File: src/core/rpd_defs.svh
/*
 * Timing counts and bit positions for the reset and PHY power-down
 * controller. Assumes a 20 MHz core clock (50 ns period).
 */
`ifndef RPD_DEFS_SVH
`define RPD_DEFS_SVH

`define RPD_CLK_NS 50
// Ready delay after the reset pin is released, in microseconds
`define RPD_READY_US 22000
`define RPD_READY_CYC ((`RPD_READY_US * 1000) / `RPD_CLK_NS)
// Wake to ready, upper bound, in microseconds
`define RPD_WAKE_US 2000
`define RPD_WAKE_CYC ((`RPD_WAKE_US * 1000) / `RPD_CLK_NS)
// Soft reset duration, in nanoseconds
`define RPD_SOFT_NS 2000
`define RPD_SOFT_CYC ((`RPD_SOFT_NS + `RPD_CLK_NS - 1) / `RPD_CLK_NS)
// PHY-only reset duration, in microseconds
`define RPD_PHYRST_US 100
`define RPD_PHYRST_CYC ((`RPD_PHYRST_US * 1000) / `RPD_CLK_NS)
// Automatic PHY reset on power-up or basic-control reset
`define RPD_PHYAUTO_CYC `RPD_PHYRST_CYC
// EEPROM probe time after a full or soft reset
`define RPD_PROBE_CYC 24'h000100

`define RPD_SOFT_RESET_BIT 0
`define RPD_PHY_RESET_BIT 10
`define RPD_PHY_PDOWN_BIT 11
`define RPD_PHY_BCR_RESET_BIT 15
`define RPD_PHY_EDPD_BIT 13
`define RPD_PHY_LINK_BIT 2
`define RPD_EEPROM_BUSY_BIT 31

`endif

File: src/core/rpd_pkg.sv
/*
 * Types shared by the reset and PHY power-down controller.
 * Assumes rpd_defs.svh holds the numeric constants.
 */
package rpd_pkg;

   typedef enum logic [1:0] {
      RPD_PHY_ON,
      RPD_PHY_GEN_DOWN,
      RPD_PHY_ED_DOWN
   } rpd_phy_state_t;

   typedef enum logic [1:0] {
      RPD_RDY_WAIT,
      RPD_RDY_SET,
      RPD_RDY_SLEEP
   } rpd_ready_state_t;

endpackage : rpd_pkg

File: src/core/rpd_reset_ctrl.sv
/*
 * Reset distribution and internal-PHY power-down control.
 * Assumes hw_reset_n_pin arrives asynchronously from a board pin with
 * an external or pad pull-up; all other inputs are on clock.
 */
// Notes on behaviour
// - PHY powered down, management kept alive, while general power-down bit set.
// - Clearing the power-down bit powers the PHY up and resets it.
// - Energy-detect enable powers PHY down except squelch and detector.
// - In energy-detect mode without line energy PHY stays down, silent.
// - Line energy powers PHY up, keeps its state, sets energy flag.
// - Energy flag raises host interrupt when its enable is set.
// - First one or two waking packets may be lost.
// - Hardware pin resets everything, reloads MAC address, latches straps.
// - Soft reset hits bus, MAC layer and MAC, reloads MAC address.
// - After PHY reset, transmit is held until link status is up.
// - EEPROM probed after full or soft reset; busy flag shown meanwhile.
// - Ready rises about 22 ms after pin release, at once after soft reset ends; host times out 100 ms.
// - Ready reads zero while pin low and until hardware reset done.
// - Pin may float high; unused pin needs host soft reset.
// - Wake write sets ready within 2 ms.
// - Soft reset bit starts reset and self-clears about 2 us later.
// - PHY reset bit resets PHY only, self-clears after about 100 us.
// - PHY basic-control reset bit resets PHY only, self-clears when done.
// - Any wake-register write while sleeping returns to normal.
`timescale 1ns/10ps
`include "rpd_defs.svh"

module rpd_reset_ctrl (
   // Clock and reset
   input wire logic clock,
   input wire logic rst_b,
   // Board pin and straps
   input wire logic hw_reset_n_pin,
   input wire logic [3:0] config_straps,
   // Host control writes (one-cycle pulses)
   input wire logic soft_reset_wr,
   input wire logic phy_reset_wr,
   input wire logic phy_bcr_reset_wr,
   input wire logic wake_test_wr,
   input wire logic sleep_enter,
   // PHY control levels
   input wire logic phy_pdown_ctl,
   input wire logic phy_edpd_ctl,
   input wire logic energy_irq_en,
   input wire logic energy_irq_clr,
   // PHY line and link state
   input wire logic line_energy_present,
   input wire logic phy_link_up,
   // Transmit request from the MAC
   input wire logic tx_data_pending,
   // Register read-back
   output logic ready_flag,
   output logic soft_reset_bit,
   output logic phy_reset_bit,
   output logic phy_bcr_reset_bit,
   output logic eeprom_busy,
   output logic energy_irq_flag,
   output logic host_irq,
   output logic [3:0] strap_latched,
   // Reset outputs, active low; EEPROM reload pulse, active high
   output logic pll_rst_n,
   output logic host_bus_interface_rst_n,
   output logic not_cleared_by_soft_reset_rst_n,
   output logic mac_interface_layer_rst_n,
   output logic mac_rst_n,
   output logic phy_rst_n,
   output logic eeprom_reload,
   // PHY power and transmit gating
   output logic phy_power_on,
   output logic phy_mgmt_on,
   output logic phy_squelch_on,
   output logic phy_tx_enable,
   output logic tx_allow
);

   //--------------------------------------------------------------
   // Pin synchroniser
   //--------------------------------------------------------------
   logic pin_meta_reg;
   logic pin_sync_reg;
   logic pin_prev_reg;

   always_ff @(posedge clock or negedge rst_b) begin
      if (!rst_b) begin
         pin_meta_reg <= 1'b0;
         pin_sync_reg <= 1'b0;
         pin_prev_reg <= 1'b0;
      end else begin
         pin_meta_reg <= hw_reset_n_pin;
         pin_sync_reg <= pin_meta_reg;
         pin_prev_reg <= pin_sync_reg;
      end
   end

   wire hw_active = ~pin_sync_reg;
   // Release edge of the synchronised pin starts the post-reset sequence
   wire hw_release = pin_sync_reg & ~pin_prev_reg;

   //--------------------------------------------------------------
   // Soft reset and PHY-only reset timers
   //--------------------------------------------------------------
   logic soft_busy;
   logic phy_rst_busy;
   logic phy_auto_busy;
   logic probe_busy;
   logic ready_busy;
   logic ready_done;
   logic wake_done;
   logic bcr_done;

   // Soft reset is ignored while the pin holds the device in reset
   wire soft_start = soft_reset_wr & ~hw_active;
   wire phy_start = phy_reset_wr & ~hw_active;

   rpd_timer #(.LOAD(24'(`RPD_SOFT_CYC))) u_soft (
      .clock(clock),
      .rst_b(rst_b),
      .start(soft_start),
      .busy(soft_busy),
      .done()
   );

   rpd_timer #(.LOAD(24'(`RPD_PHYRST_CYC))) u_phyrst (
      .clock(clock),
      .rst_b(rst_b),
      .start(phy_start),
      .busy(phy_rst_busy),
      .done()
   );

   //--------------------------------------------------------------
   // PHY power state
   //--------------------------------------------------------------
   rpd_pkg::rpd_phy_state_t phy_state_reg;
   rpd_pkg::rpd_phy_state_t phy_state_next;
   logic energy_prev_reg;
   logic energy_flag_reg;
   logic bcr_busy_reg;

   wire energy_rise = line_energy_present & ~energy_prev_reg;

   always_comb begin
      phy_state_next = phy_state_reg;
      case (phy_state_reg)
         rpd_pkg::RPD_PHY_ON: begin
            if (phy_pdown_ctl)
               phy_state_next = rpd_pkg::RPD_PHY_GEN_DOWN;
            else if (phy_edpd_ctl && !line_energy_present)
               phy_state_next = rpd_pkg::RPD_PHY_ED_DOWN;
         end
         rpd_pkg::RPD_PHY_GEN_DOWN: begin
            if (!phy_pdown_ctl)
               phy_state_next = rpd_pkg::RPD_PHY_ON;
         end
         rpd_pkg::RPD_PHY_ED_DOWN: begin
            if (phy_pdown_ctl)
               phy_state_next = rpd_pkg::RPD_PHY_GEN_DOWN;
            else if (line_energy_present || !phy_edpd_ctl)
               phy_state_next = rpd_pkg::RPD_PHY_ON;
         end
         default: phy_state_next = rpd_pkg::RPD_PHY_ON;
      endcase
   end

   // Leaving general power-down forces an automatic PHY reset
   wire gen_wake = (phy_state_reg == rpd_pkg::RPD_PHY_GEN_DOWN) &&
                   (phy_state_next == rpd_pkg::RPD_PHY_ON);
   // Energy wake keeps PHY state, so no reset is issued
   wire ed_wake = (phy_state_reg == rpd_pkg::RPD_PHY_ED_DOWN) &&
                  (phy_state_next == rpd_pkg::RPD_PHY_ON) &&
                  line_energy_present;
   wire bcr_start = phy_bcr_reset_wr & ~hw_active;
   wire auto_start = gen_wake | bcr_start;

   rpd_timer #(.LOAD(24'(`RPD_PHYAUTO_CYC))) u_phyauto (
      .clock(clock),
      .rst_b(rst_b),
      .start(auto_start),
      .busy(phy_auto_busy),
      .done(bcr_done)
   );

   always_ff @(posedge clock or negedge rst_b) begin
      if (!rst_b) begin
         phy_state_reg <= rpd_pkg::RPD_PHY_ON;
         energy_prev_reg <= 1'b0;
      end else if (hw_active) begin
         phy_state_reg <= rpd_pkg::RPD_PHY_ON;
         energy_prev_reg <= line_energy_present;
      end else begin
         phy_state_reg <= phy_state_next;
         energy_prev_reg <= line_energy_present;
      end
   end

   // Set wins over clear so a wake in the clearing cycle is kept
   always_ff @(posedge clock or negedge rst_b) begin
      if (!rst_b)
         energy_flag_reg <= 1'b0;
      else if (hw_active || phy_rst_n == 1'b0)
         energy_flag_reg <= 1'b0;
      else if (ed_wake || (energy_rise &&
               phy_state_reg == rpd_pkg::RPD_PHY_ED_DOWN))
         energy_flag_reg <= 1'b1;
      else if (energy_irq_clr)
         energy_flag_reg <= 1'b0;
   end

   // Bit held set from the write until the PHY reset finishes
   always_ff @(posedge clock or negedge rst_b) begin
      if (!rst_b)
         bcr_busy_reg <= 1'b0;
      else if (bcr_start)
         bcr_busy_reg <= 1'b1;
      else if (bcr_done || hw_active)
         bcr_busy_reg <= 1'b0;
   end

   //--------------------------------------------------------------
   // EEPROM probe and ready sequencing
   //--------------------------------------------------------------
   // Soft reset end or pin release starts a probe; only pin release starts the ready wait
   logic soft_busy_prev_reg;
   wire soft_end = soft_busy_prev_reg & ~soft_busy;
   wire internal_done = hw_release | soft_end;

   rpd_timer #(.LOAD(`RPD_PROBE_CYC)) u_probe (
      .clock(clock),
      .rst_b(rst_b),
      .start(internal_done),
      .busy(probe_busy),
      .done()
   );

   rpd_timer #(.LOAD(24'(`RPD_READY_CYC))) u_ready (
      .clock(clock),
      .rst_b(rst_b),
      .start(hw_release),
      .busy(ready_busy),
      .done(ready_done)
   );

   rpd_pkg::rpd_ready_state_t rdy_state_reg;
   rpd_pkg::rpd_ready_state_t rdy_state_next;

   wire wake_start = wake_test_wr &&
                     rdy_state_reg == rpd_pkg::RPD_RDY_SLEEP;

   // Wake delay kept well inside the 2 ms bound
   rpd_timer #(.LOAD(24'(`RPD_WAKE_CYC / 2))) u_wake (
      .clock(clock),
      .rst_b(rst_b),
      .start(wake_start),
      .busy(),
      .done(wake_done)
   );

   wire any_reset = hw_active | ready_busy | soft_busy;

   always_comb begin
      rdy_state_next = rdy_state_reg;
      case (rdy_state_reg)
         rpd_pkg::RPD_RDY_WAIT: begin
            if (ready_done && !any_reset)
               rdy_state_next = rpd_pkg::RPD_RDY_SET;
         end
         rpd_pkg::RPD_RDY_SET: begin
            if (sleep_enter)
               rdy_state_next = rpd_pkg::RPD_RDY_SLEEP;
         end
         rpd_pkg::RPD_RDY_SLEEP: begin
            if (wake_done)
               rdy_state_next = rpd_pkg::RPD_RDY_SET;
         end
         default: rdy_state_next = rpd_pkg::RPD_RDY_WAIT;
      endcase
   end

   always_ff @(posedge clock or negedge rst_b) begin
      if (!rst_b) begin
         rdy_state_reg <= rpd_pkg::RPD_RDY_WAIT;
         soft_busy_prev_reg <= 1'b0;
      end else begin
         soft_busy_prev_reg <= soft_busy;
         if (hw_active)
            rdy_state_reg <= rpd_pkg::RPD_RDY_WAIT;
         else
            rdy_state_reg <= rdy_state_next;
      end
   end

   //--------------------------------------------------------------
   // Strap latch
   //--------------------------------------------------------------
   logic [3:0] strap_reg;

   // Straps caught on the clocked release, never under async reset
   always_ff @(posedge clock or negedge rst_b) begin
      if (!rst_b)
         strap_reg <= 4'h0;
      else if (hw_release)
         strap_reg <= config_straps;
   end

   //--------------------------------------------------------------
   // Transmit hold after PHY reset
   //--------------------------------------------------------------
   logic tx_hold_reg;
   wire phy_any_reset = hw_active | phy_rst_busy | phy_auto_busy;

   always_ff @(posedge clock or negedge rst_b) begin
      if (!rst_b)
         tx_hold_reg <= 1'b1;
      else if (phy_any_reset)
         tx_hold_reg <= 1'b1;
      else if (phy_link_up)
         tx_hold_reg <= 1'b0;
   end

   //--------------------------------------------------------------
   // Outputs
   //--------------------------------------------------------------
   wire phy_down = phy_state_reg != rpd_pkg::RPD_PHY_ON;

   // Ready bit is a gated level so it drops at once with the synchronised pin
   assign ready_flag = (rdy_state_reg == rpd_pkg::RPD_RDY_SET) &
                       ~any_reset;
   assign soft_reset_bit = soft_busy;
   assign phy_reset_bit = phy_rst_busy;
   assign phy_bcr_reset_bit = bcr_busy_reg & phy_auto_busy;
   assign eeprom_busy = probe_busy;
   assign energy_irq_flag = energy_flag_reg;
   assign host_irq = energy_flag_reg & energy_irq_en;
   assign strap_latched = strap_reg;

   assign pll_rst_n = ~hw_active;
   assign not_cleared_by_soft_reset_rst_n = ~hw_active;
   assign host_bus_interface_rst_n = ~(hw_active | soft_busy);
   assign mac_interface_layer_rst_n = ~(hw_active | soft_busy);
   assign mac_rst_n = ~(hw_active | soft_busy);
   // Soft reset leaves the PHY alone
   assign phy_rst_n = ~phy_any_reset;
   assign eeprom_reload = internal_done;

   assign phy_power_on = ~phy_down;
   assign phy_mgmt_on = 1'b1;
   assign phy_squelch_on = phy_state_reg != rpd_pkg::RPD_PHY_GEN_DOWN;
   // Nothing leaves the PHY while down; early wake packets may drop
   assign phy_tx_enable = ~phy_down & ~phy_any_reset;
   assign tx_allow = tx_data_pending & ~tx_hold_reg & ~phy_down;

endmodule : rpd_reset_ctrl

File: src/core/rpd_timer.sv
/*
 * One-shot down counter: a start pulse loads the count, busy stays
 * high until it runs out. Assumes start comes from the same clock.
 */
`timescale 1ns/10ps

module rpd_timer #(
   parameter logic [23:0] LOAD = 24'h000001
) (
   // Clock and reset
   input wire logic clock,
   input wire logic rst_b,
   // Control
   input wire logic start,
   output logic busy,
   output logic done
);

   logic [23:0] count_reg;
   logic [23:0] count_next;
   logic busy_reg;
   logic busy_next;
   logic done_reg;

   // A new start restarts the count; this stretches overlapping requests
   assign count_next = start ? LOAD :
                       (count_reg != 24'h000000) ? count_reg - 24'h000001 :
                       count_reg;
   assign busy_next = start | (busy_reg & (count_reg > 24'h000001));

   always_ff @(posedge clock or negedge rst_b) begin
      if (!rst_b) begin
         count_reg <= 24'h000000;
         busy_reg <= 1'b0;
         done_reg <= 1'b0;
      end else begin
         count_reg <= count_next;
         busy_reg <= busy_next;
         done_reg <= busy_reg & ~busy_next;
      end
   end

   assign busy = busy_reg;
   assign done = done_reg;

endmodule : rpd_timer

File: config.mk
export PLATFORM = sky130hd
export DESIGN_NAME = rpd_reset_ctrl
export DESIGN_NICKNAME = d
export VERILOG_FILES = /design/src/core/rpd_pkg.sv /design/src/core/rpd_reset_ctrl.sv /design/src/core/rpd_timer.sv
export VERILOG_INCLUDE_DIRS = /design/src /design/src/core
export SDC_FILE = /design/constraint.sdc
export NUM_CORES = 1
export LEC_CHECK = 0
export CELL_PAD_IN_SITES_DETAIL_PLACEMENT = 1
export CELL_PAD_IN_SITES_GLOBAL_PLACEMENT = 1
export CORE_UTILIZATION = 52
export CTS_BUF_LIST = sky130_fd_sc_hd__clkbuf_4 sky130_fd_sc_hd__clkbuf_8
export DETAILED_ROUTE_END_ITERATION = 8
export DONT_BUFFER_PORTS = 1
export HOLD_SLACK_MARGIN = 0.08
export PLACE_DENSITY = 0.86
export SLEW_MARGIN = 10
export SYNTH_ARGS = -nofsm -noshare
export SYNTH_HDL_FRONTEND = slang
export SYNTH_SLANG_ARGS = --single-unit
File: constraint.sdc
create_clock -name clock -period 2.4 [get_ports clock]
set_input_delay 0.48 -clock clock [delete_from_list [all_inputs] [get_ports clock]]
set_output_delay 0.48 -clock clock [all_outputs]
set_load 0.005 [all_outputs]
======== Word-level counts from Yosys, hierarchy flattened ========
Cells that the tools add are included.
operators by class
  add/sub/neg operators ................... 6
  multiply operators ...................... 0
  div/mod/pow operators ................... 0
  magnitude comparators ................... 6
  equal/unequal tests ..................... 8
  shift-type cells ........................ 0
  mux-type cells .......................... 31
  bitwise operators ....................... 46
  reductions and logical operators ........ 34
operator list
  operator               number
  $mux 24                12
  $gt 24x1->1 const B    6
  $reduce_bool 24->1     6
  $sub 24x1->24 const B  6
  $and 1x1->1            21
  $mux 2                 10
  $reduce_bool 2->1      9
  $or 1x1->1             13
  $not 1->1              12
  $pmux 2 s3             2
  $logic_and 1x1->1      7
  $mux 1                 7
  $logic_not 2->1        3
  $ne 3x3->1 const B     2
  $eq 2x1->1 const B     2
  $eq 2x2->1 const B     2
  $logic_or 1x1->1       4
  $logic_not 1->1        3
  $ne 3x2->1 const B     1
  $reduce_and 3->1       1
  $reduce_bool 3->1      1
  $ne 2x1->1 const B     1
storage, ports and cells
  flip-flop bits (word level) ............. 169
  bits in latches ......................... 0
  RAM bits ................................ 0
  memory bits (read-only) ................. 0
  input bits .............................. 19
  word-level logic and storage cells ...... 157
  memories kept ........................... 0

======== Longest topological paths before layout ========
  word-level depth ........................ 11
  gate-level depth with buffers ........... 8

======== Modules after synthesis ========
From an unflattened synthesis, not the netlist that was laid out.
unflattened totals
  cells, all modules ...................... 1001
  area, all modules ....................... 9691.8 µm²
modules (own cells, without submodules)
  module                     times used  cells each  area an instance (µm²)  sequential area each (µm²)
  rpd_timer (u_phyauto ...)  2           155         1488.9                  650.6
  rpd_timer (u_ready)        1           164         1521.5                  650.6
  rpd_timer (u_probe)        1           158         1502.7                  650.6
  rpd_timer (u_soft)         1           146         1475.2                  650.6
  rpd_timer (u_wake)         1           156         1471.4                  650.6
  rpd_reset_ctrl             1           67          743.2                   401.6

======== Least setup slack after synthesis ========
Ideal clock, no wire load.
  kind .................................... register -> register
  start point ............................. register u_wake.count_reg[5]
  end point ............................... register u_wake.busy_reg, in the netlist u_wake.busy
  data arrival time ....................... 2.027 ns
  required time ........................... 2.267 ns
  path slack .............................. 0.240 ns
  stages on the path, launching flop included .. 8
  buffers on the path ..................... 2
  cells stage by stage .................... dfrtp_1 or3_1 buf_2 or3_1 buf_4 or4_1 nand2_1 nand2_1
between the ends
  word-level cells in the longest chain between the ends .. 3
RTL lines
  what                        RTL line         text
  start: declaration          rpd_timer.sv:19  logic [23:0] count_reg;
  start signal: assignment    rpd_timer.sv:37  count_reg <= count_next;
  $gt 24x1->1                 rpd_timer.sv:29  assign busy_next = start | (busy_reg & (count_reg > 24'h000001));
  $and 1x1->1                 rpd_timer.sv:29
  $or 1x1->1                  rpd_timer.sv:29
  named net u_wake.busy_next  rpd_timer.sv:22  logic busy_next;
  end signal: assignment      rpd_timer.sv:38  busy_reg <= busy_next;
  end: declaration            rpd_timer.sv:21  logic busy_reg;
The timed path passes the listed nets, and every way through them passes these cells.
A chain may end at the register's enable or synchronous reset.

======== Worst setup path after layout ========
  start point ............................. register u_phyrst.count_reg[16]
  end point ............................... register u_phyrst.count_reg[8]
between the ends
  word-level cells in the longest chain between the ends .. 2
RTL lines
  what                         RTL line         text
  start: declaration           rpd_timer.sv:19
  start signal: assignment     rpd_timer.sv:37
  $reduce_bool 24->1           rpd_timer.sv:27  (count_reg != 24'h000000) ? count_reg - 24'h000001 :
  $reduce_bool 2->1 (no line)  --
Every way passes these cells.

==> flow_summary.toml <==
[sta]
setup_viol = 0
finalHoldViolCount = 169
slew_headroom_pct = 55.0
max_freq_ghz = 0.428
worstMarginPinSlew_ns = 0.672
finalMaxSlewViolations = 0
clock_skew_ns = 0.0151
period_minus_slack_ns = 2.34
whs_ns = -0.306
fin_crit_sh_pct = 97.4

[yosys]
synthTopCellsByArea = "dfrtp_1 (47%), nor2_1 (4.2%), xor2_1 (3.6%)"
ys_types = 66
synth_edf_count = 0
yosysSeqAreaShare_pct = 47.3
synth-seq-cells = 169
synthCells = 938
synth_top_flop_cell = "dfrtp_1"
syn_area_um2 = 8930
synth-async-reset-ratio_pct = 100
synthMostInstantiatedCell = "dfrtp_1"
syn_nets = 975
syn_avg_cell_area_um2 = 9.53
synth_top_area_share_pct = 47.1
netlist_top_cells_count = "dfrtp_1 (168), nor2_1 (100), nand2_1 (72)"
synth_top_area_cell = "dfrtp_1"
yosys_warnings = 0

[grt]
grt_pass1_wl_um = 37100
grt_pass1_vias = 7619
antenna_found_initial = 0
overflow = 0
grt_use_total_pct = 25.9
grt_max_degree = 170

[routing]
drt-wirelength-per-cell_um = 18.2
ant_nets = 0
wl_um = 21700
firstDrtPassIters = 4
num_vias = 7229
drc = 0
vias_per_cell = 6.06
drt_iter0_drc = 337

[floorplan]
coreArea_um2 = 16700
floorplan.initialDensity_pct = 53.5
die_area_um2 = 17700
die_y_um = 133
num_rows = 47
pin_count = 42
die_w_um = 133

[setup_path]
crit_arrival_ns = 2.67
endpoint_kind = "flop"
crit_path_max_fanout = 8
crit_required_ns = 2.73
worst_setup_path_start_kind = "flop"
path_class = "reg -> reg"
reg2reg_depth = 5

[cts]
path_clk_slew_ns = 0.10
cts_sinks = 169
tritoncts = "yes"
clockBufferDepth = 2
cts_buffers = 17
insertion_delay_ns = 0.47
cts_hold_buf = 3
root_buffer = "clkbuf_8"
cts_max_level = 4

[cells_and_area]
final_cell_area_um2 = 9810
diodes = 0
fin_cells = 1193
nets = 997
drive_above_1_share_pct = 11.5
area_growth_pct = 9.79
fill_cells = 1887

[min_path]
hold_class = "in -> async"

[pwr]
p_leak_uw = 0.00401
power-per-cell-area_nw_per_um2 = 867
max-vdd-ir-drop_mv = 0.518
power_uw = 8510

[place]
gp_congestion = 0.809
dp.final_hpwl_um = 14600
placed_area_um2 = 9320
portBuffers = 0
dp_cells = 1157

[run]
max_cap_violations = 0

[run_status]
outcome = "complete, but fails checks"
failed_checks = "hold timing"
## layer usage
metal | vias to the layer above | share of wire (%) | wire, um | track usage (%)
met2 | 88 | 52 | 11200 | 45.7
li1 | 3451 | - | - | -
met4 | 0 | 1.7 | 361 | 7.41
met5 | - | 0 | 0 | 0
met3 | 30 | 2.7 | 587 | 5.17
met1 | 3660 | 44 | 9580 | 32.0
## power by group
part / internal, uW / switching (uW)
Clock: 1030 / 1100
Combinational: 1040 / 1490
Sequential: 3300 / 541
Total: 5370 / 3140
## path summary, 6_finish.rpt
path	startpoint	endpoint	slack, ns
min in group clock	config_straps[1]	strap_latched[1]$_DFFE_PN0P_	0.11
setup / recovery	u_phyrst.count_reg[16]$_DFFE_PN0P_	u_phyrst.count_reg[8]$_DFFE_PN0P_	0.06
hold reg to reg	pin_meta_reg$_DFF_PN0_	not_cleared_by_soft_reset_rst_n$_DFF_PN0_	0.37
max in group asynchronous	rst_b	u_wake.count_reg[5]$_DFFE_PN0P_	2.40
setup reg to reg	u_phyrst.count_reg[16]$_DFFE_PN0P_	u_phyrst.count_reg[8]$_DFFE_PN0P_	0.06
hold / removal	rst_b	u_wake.count_reg[7]$_DFFE_PN0P_	-0.31
## critical path, stage by stage, from the launching register on
cell     delay, ns
dfrtp_1       0.43
or4_1         0.67
or4b_4        0.67
o21ai_2       0.23
or3_1         0.14
nand3_1       0.07
## area by class of cell
class	instances	area [um2]	share of cell area [%]
clock buffers	17	234	2.39
flip-flops and latches	169	4230	43.1
multi-input cells	709	4500	45.9
inverters	23	86.3	0.880
well taps	220	275	2.81
repair buffers	40	308	3.14
clock inverters	15	175	1.79
## what timing repair did
action	CTS	global route
pin swaps	0	2
resized for setup	1	6
hold endpoints to repair	172	169
endpoints found under the setup margin	3	10
buffers inserted	0	1
## cells by family (layout without fill, tap and decap cells)
kind of cell	Yosys count	in the layout	share of synthesized area, %
compound gates	174	174	12.6
xor+xnor	64	64	6.27
fa+ha+maj	18	18	2.52
buf+inv	60	95	2.87
flops	169	169	47.3
mux	8	8	0.896
other cells	1	1	0.0420
simple gates	444	444	27.5
## metrics by stage
stage | utilization (%) | setup WS [ns] | TNS (ns)
after detailed placement | 55.8 | 0.00487 | 0
final | 58.7 | 0.0619 | 0
after global placement | 55.8 | 0.0931 | 0
after global routing | 58.7 | -0.00784 | -0.00784
after floorplan | - | 0.240 | 0
after CTS | 58.5 | 0.0698 | 0
## cells in the final DEF, fill, tap and decap left out, drive strengths merged, types with 17 or more instances in the layout
cell and count:
a21oi 50, buf 37, clkbuf 17, dfrtp 168, ha 18, inv 26
nand2 72, nand3 28, nand4 19, nor2 100, nor3 34, nor4 32
o21ai 48, o31ai 31, or3 44, or4 41, xnor2 27, xor2 37
Power figures use the tool's default switching activity.
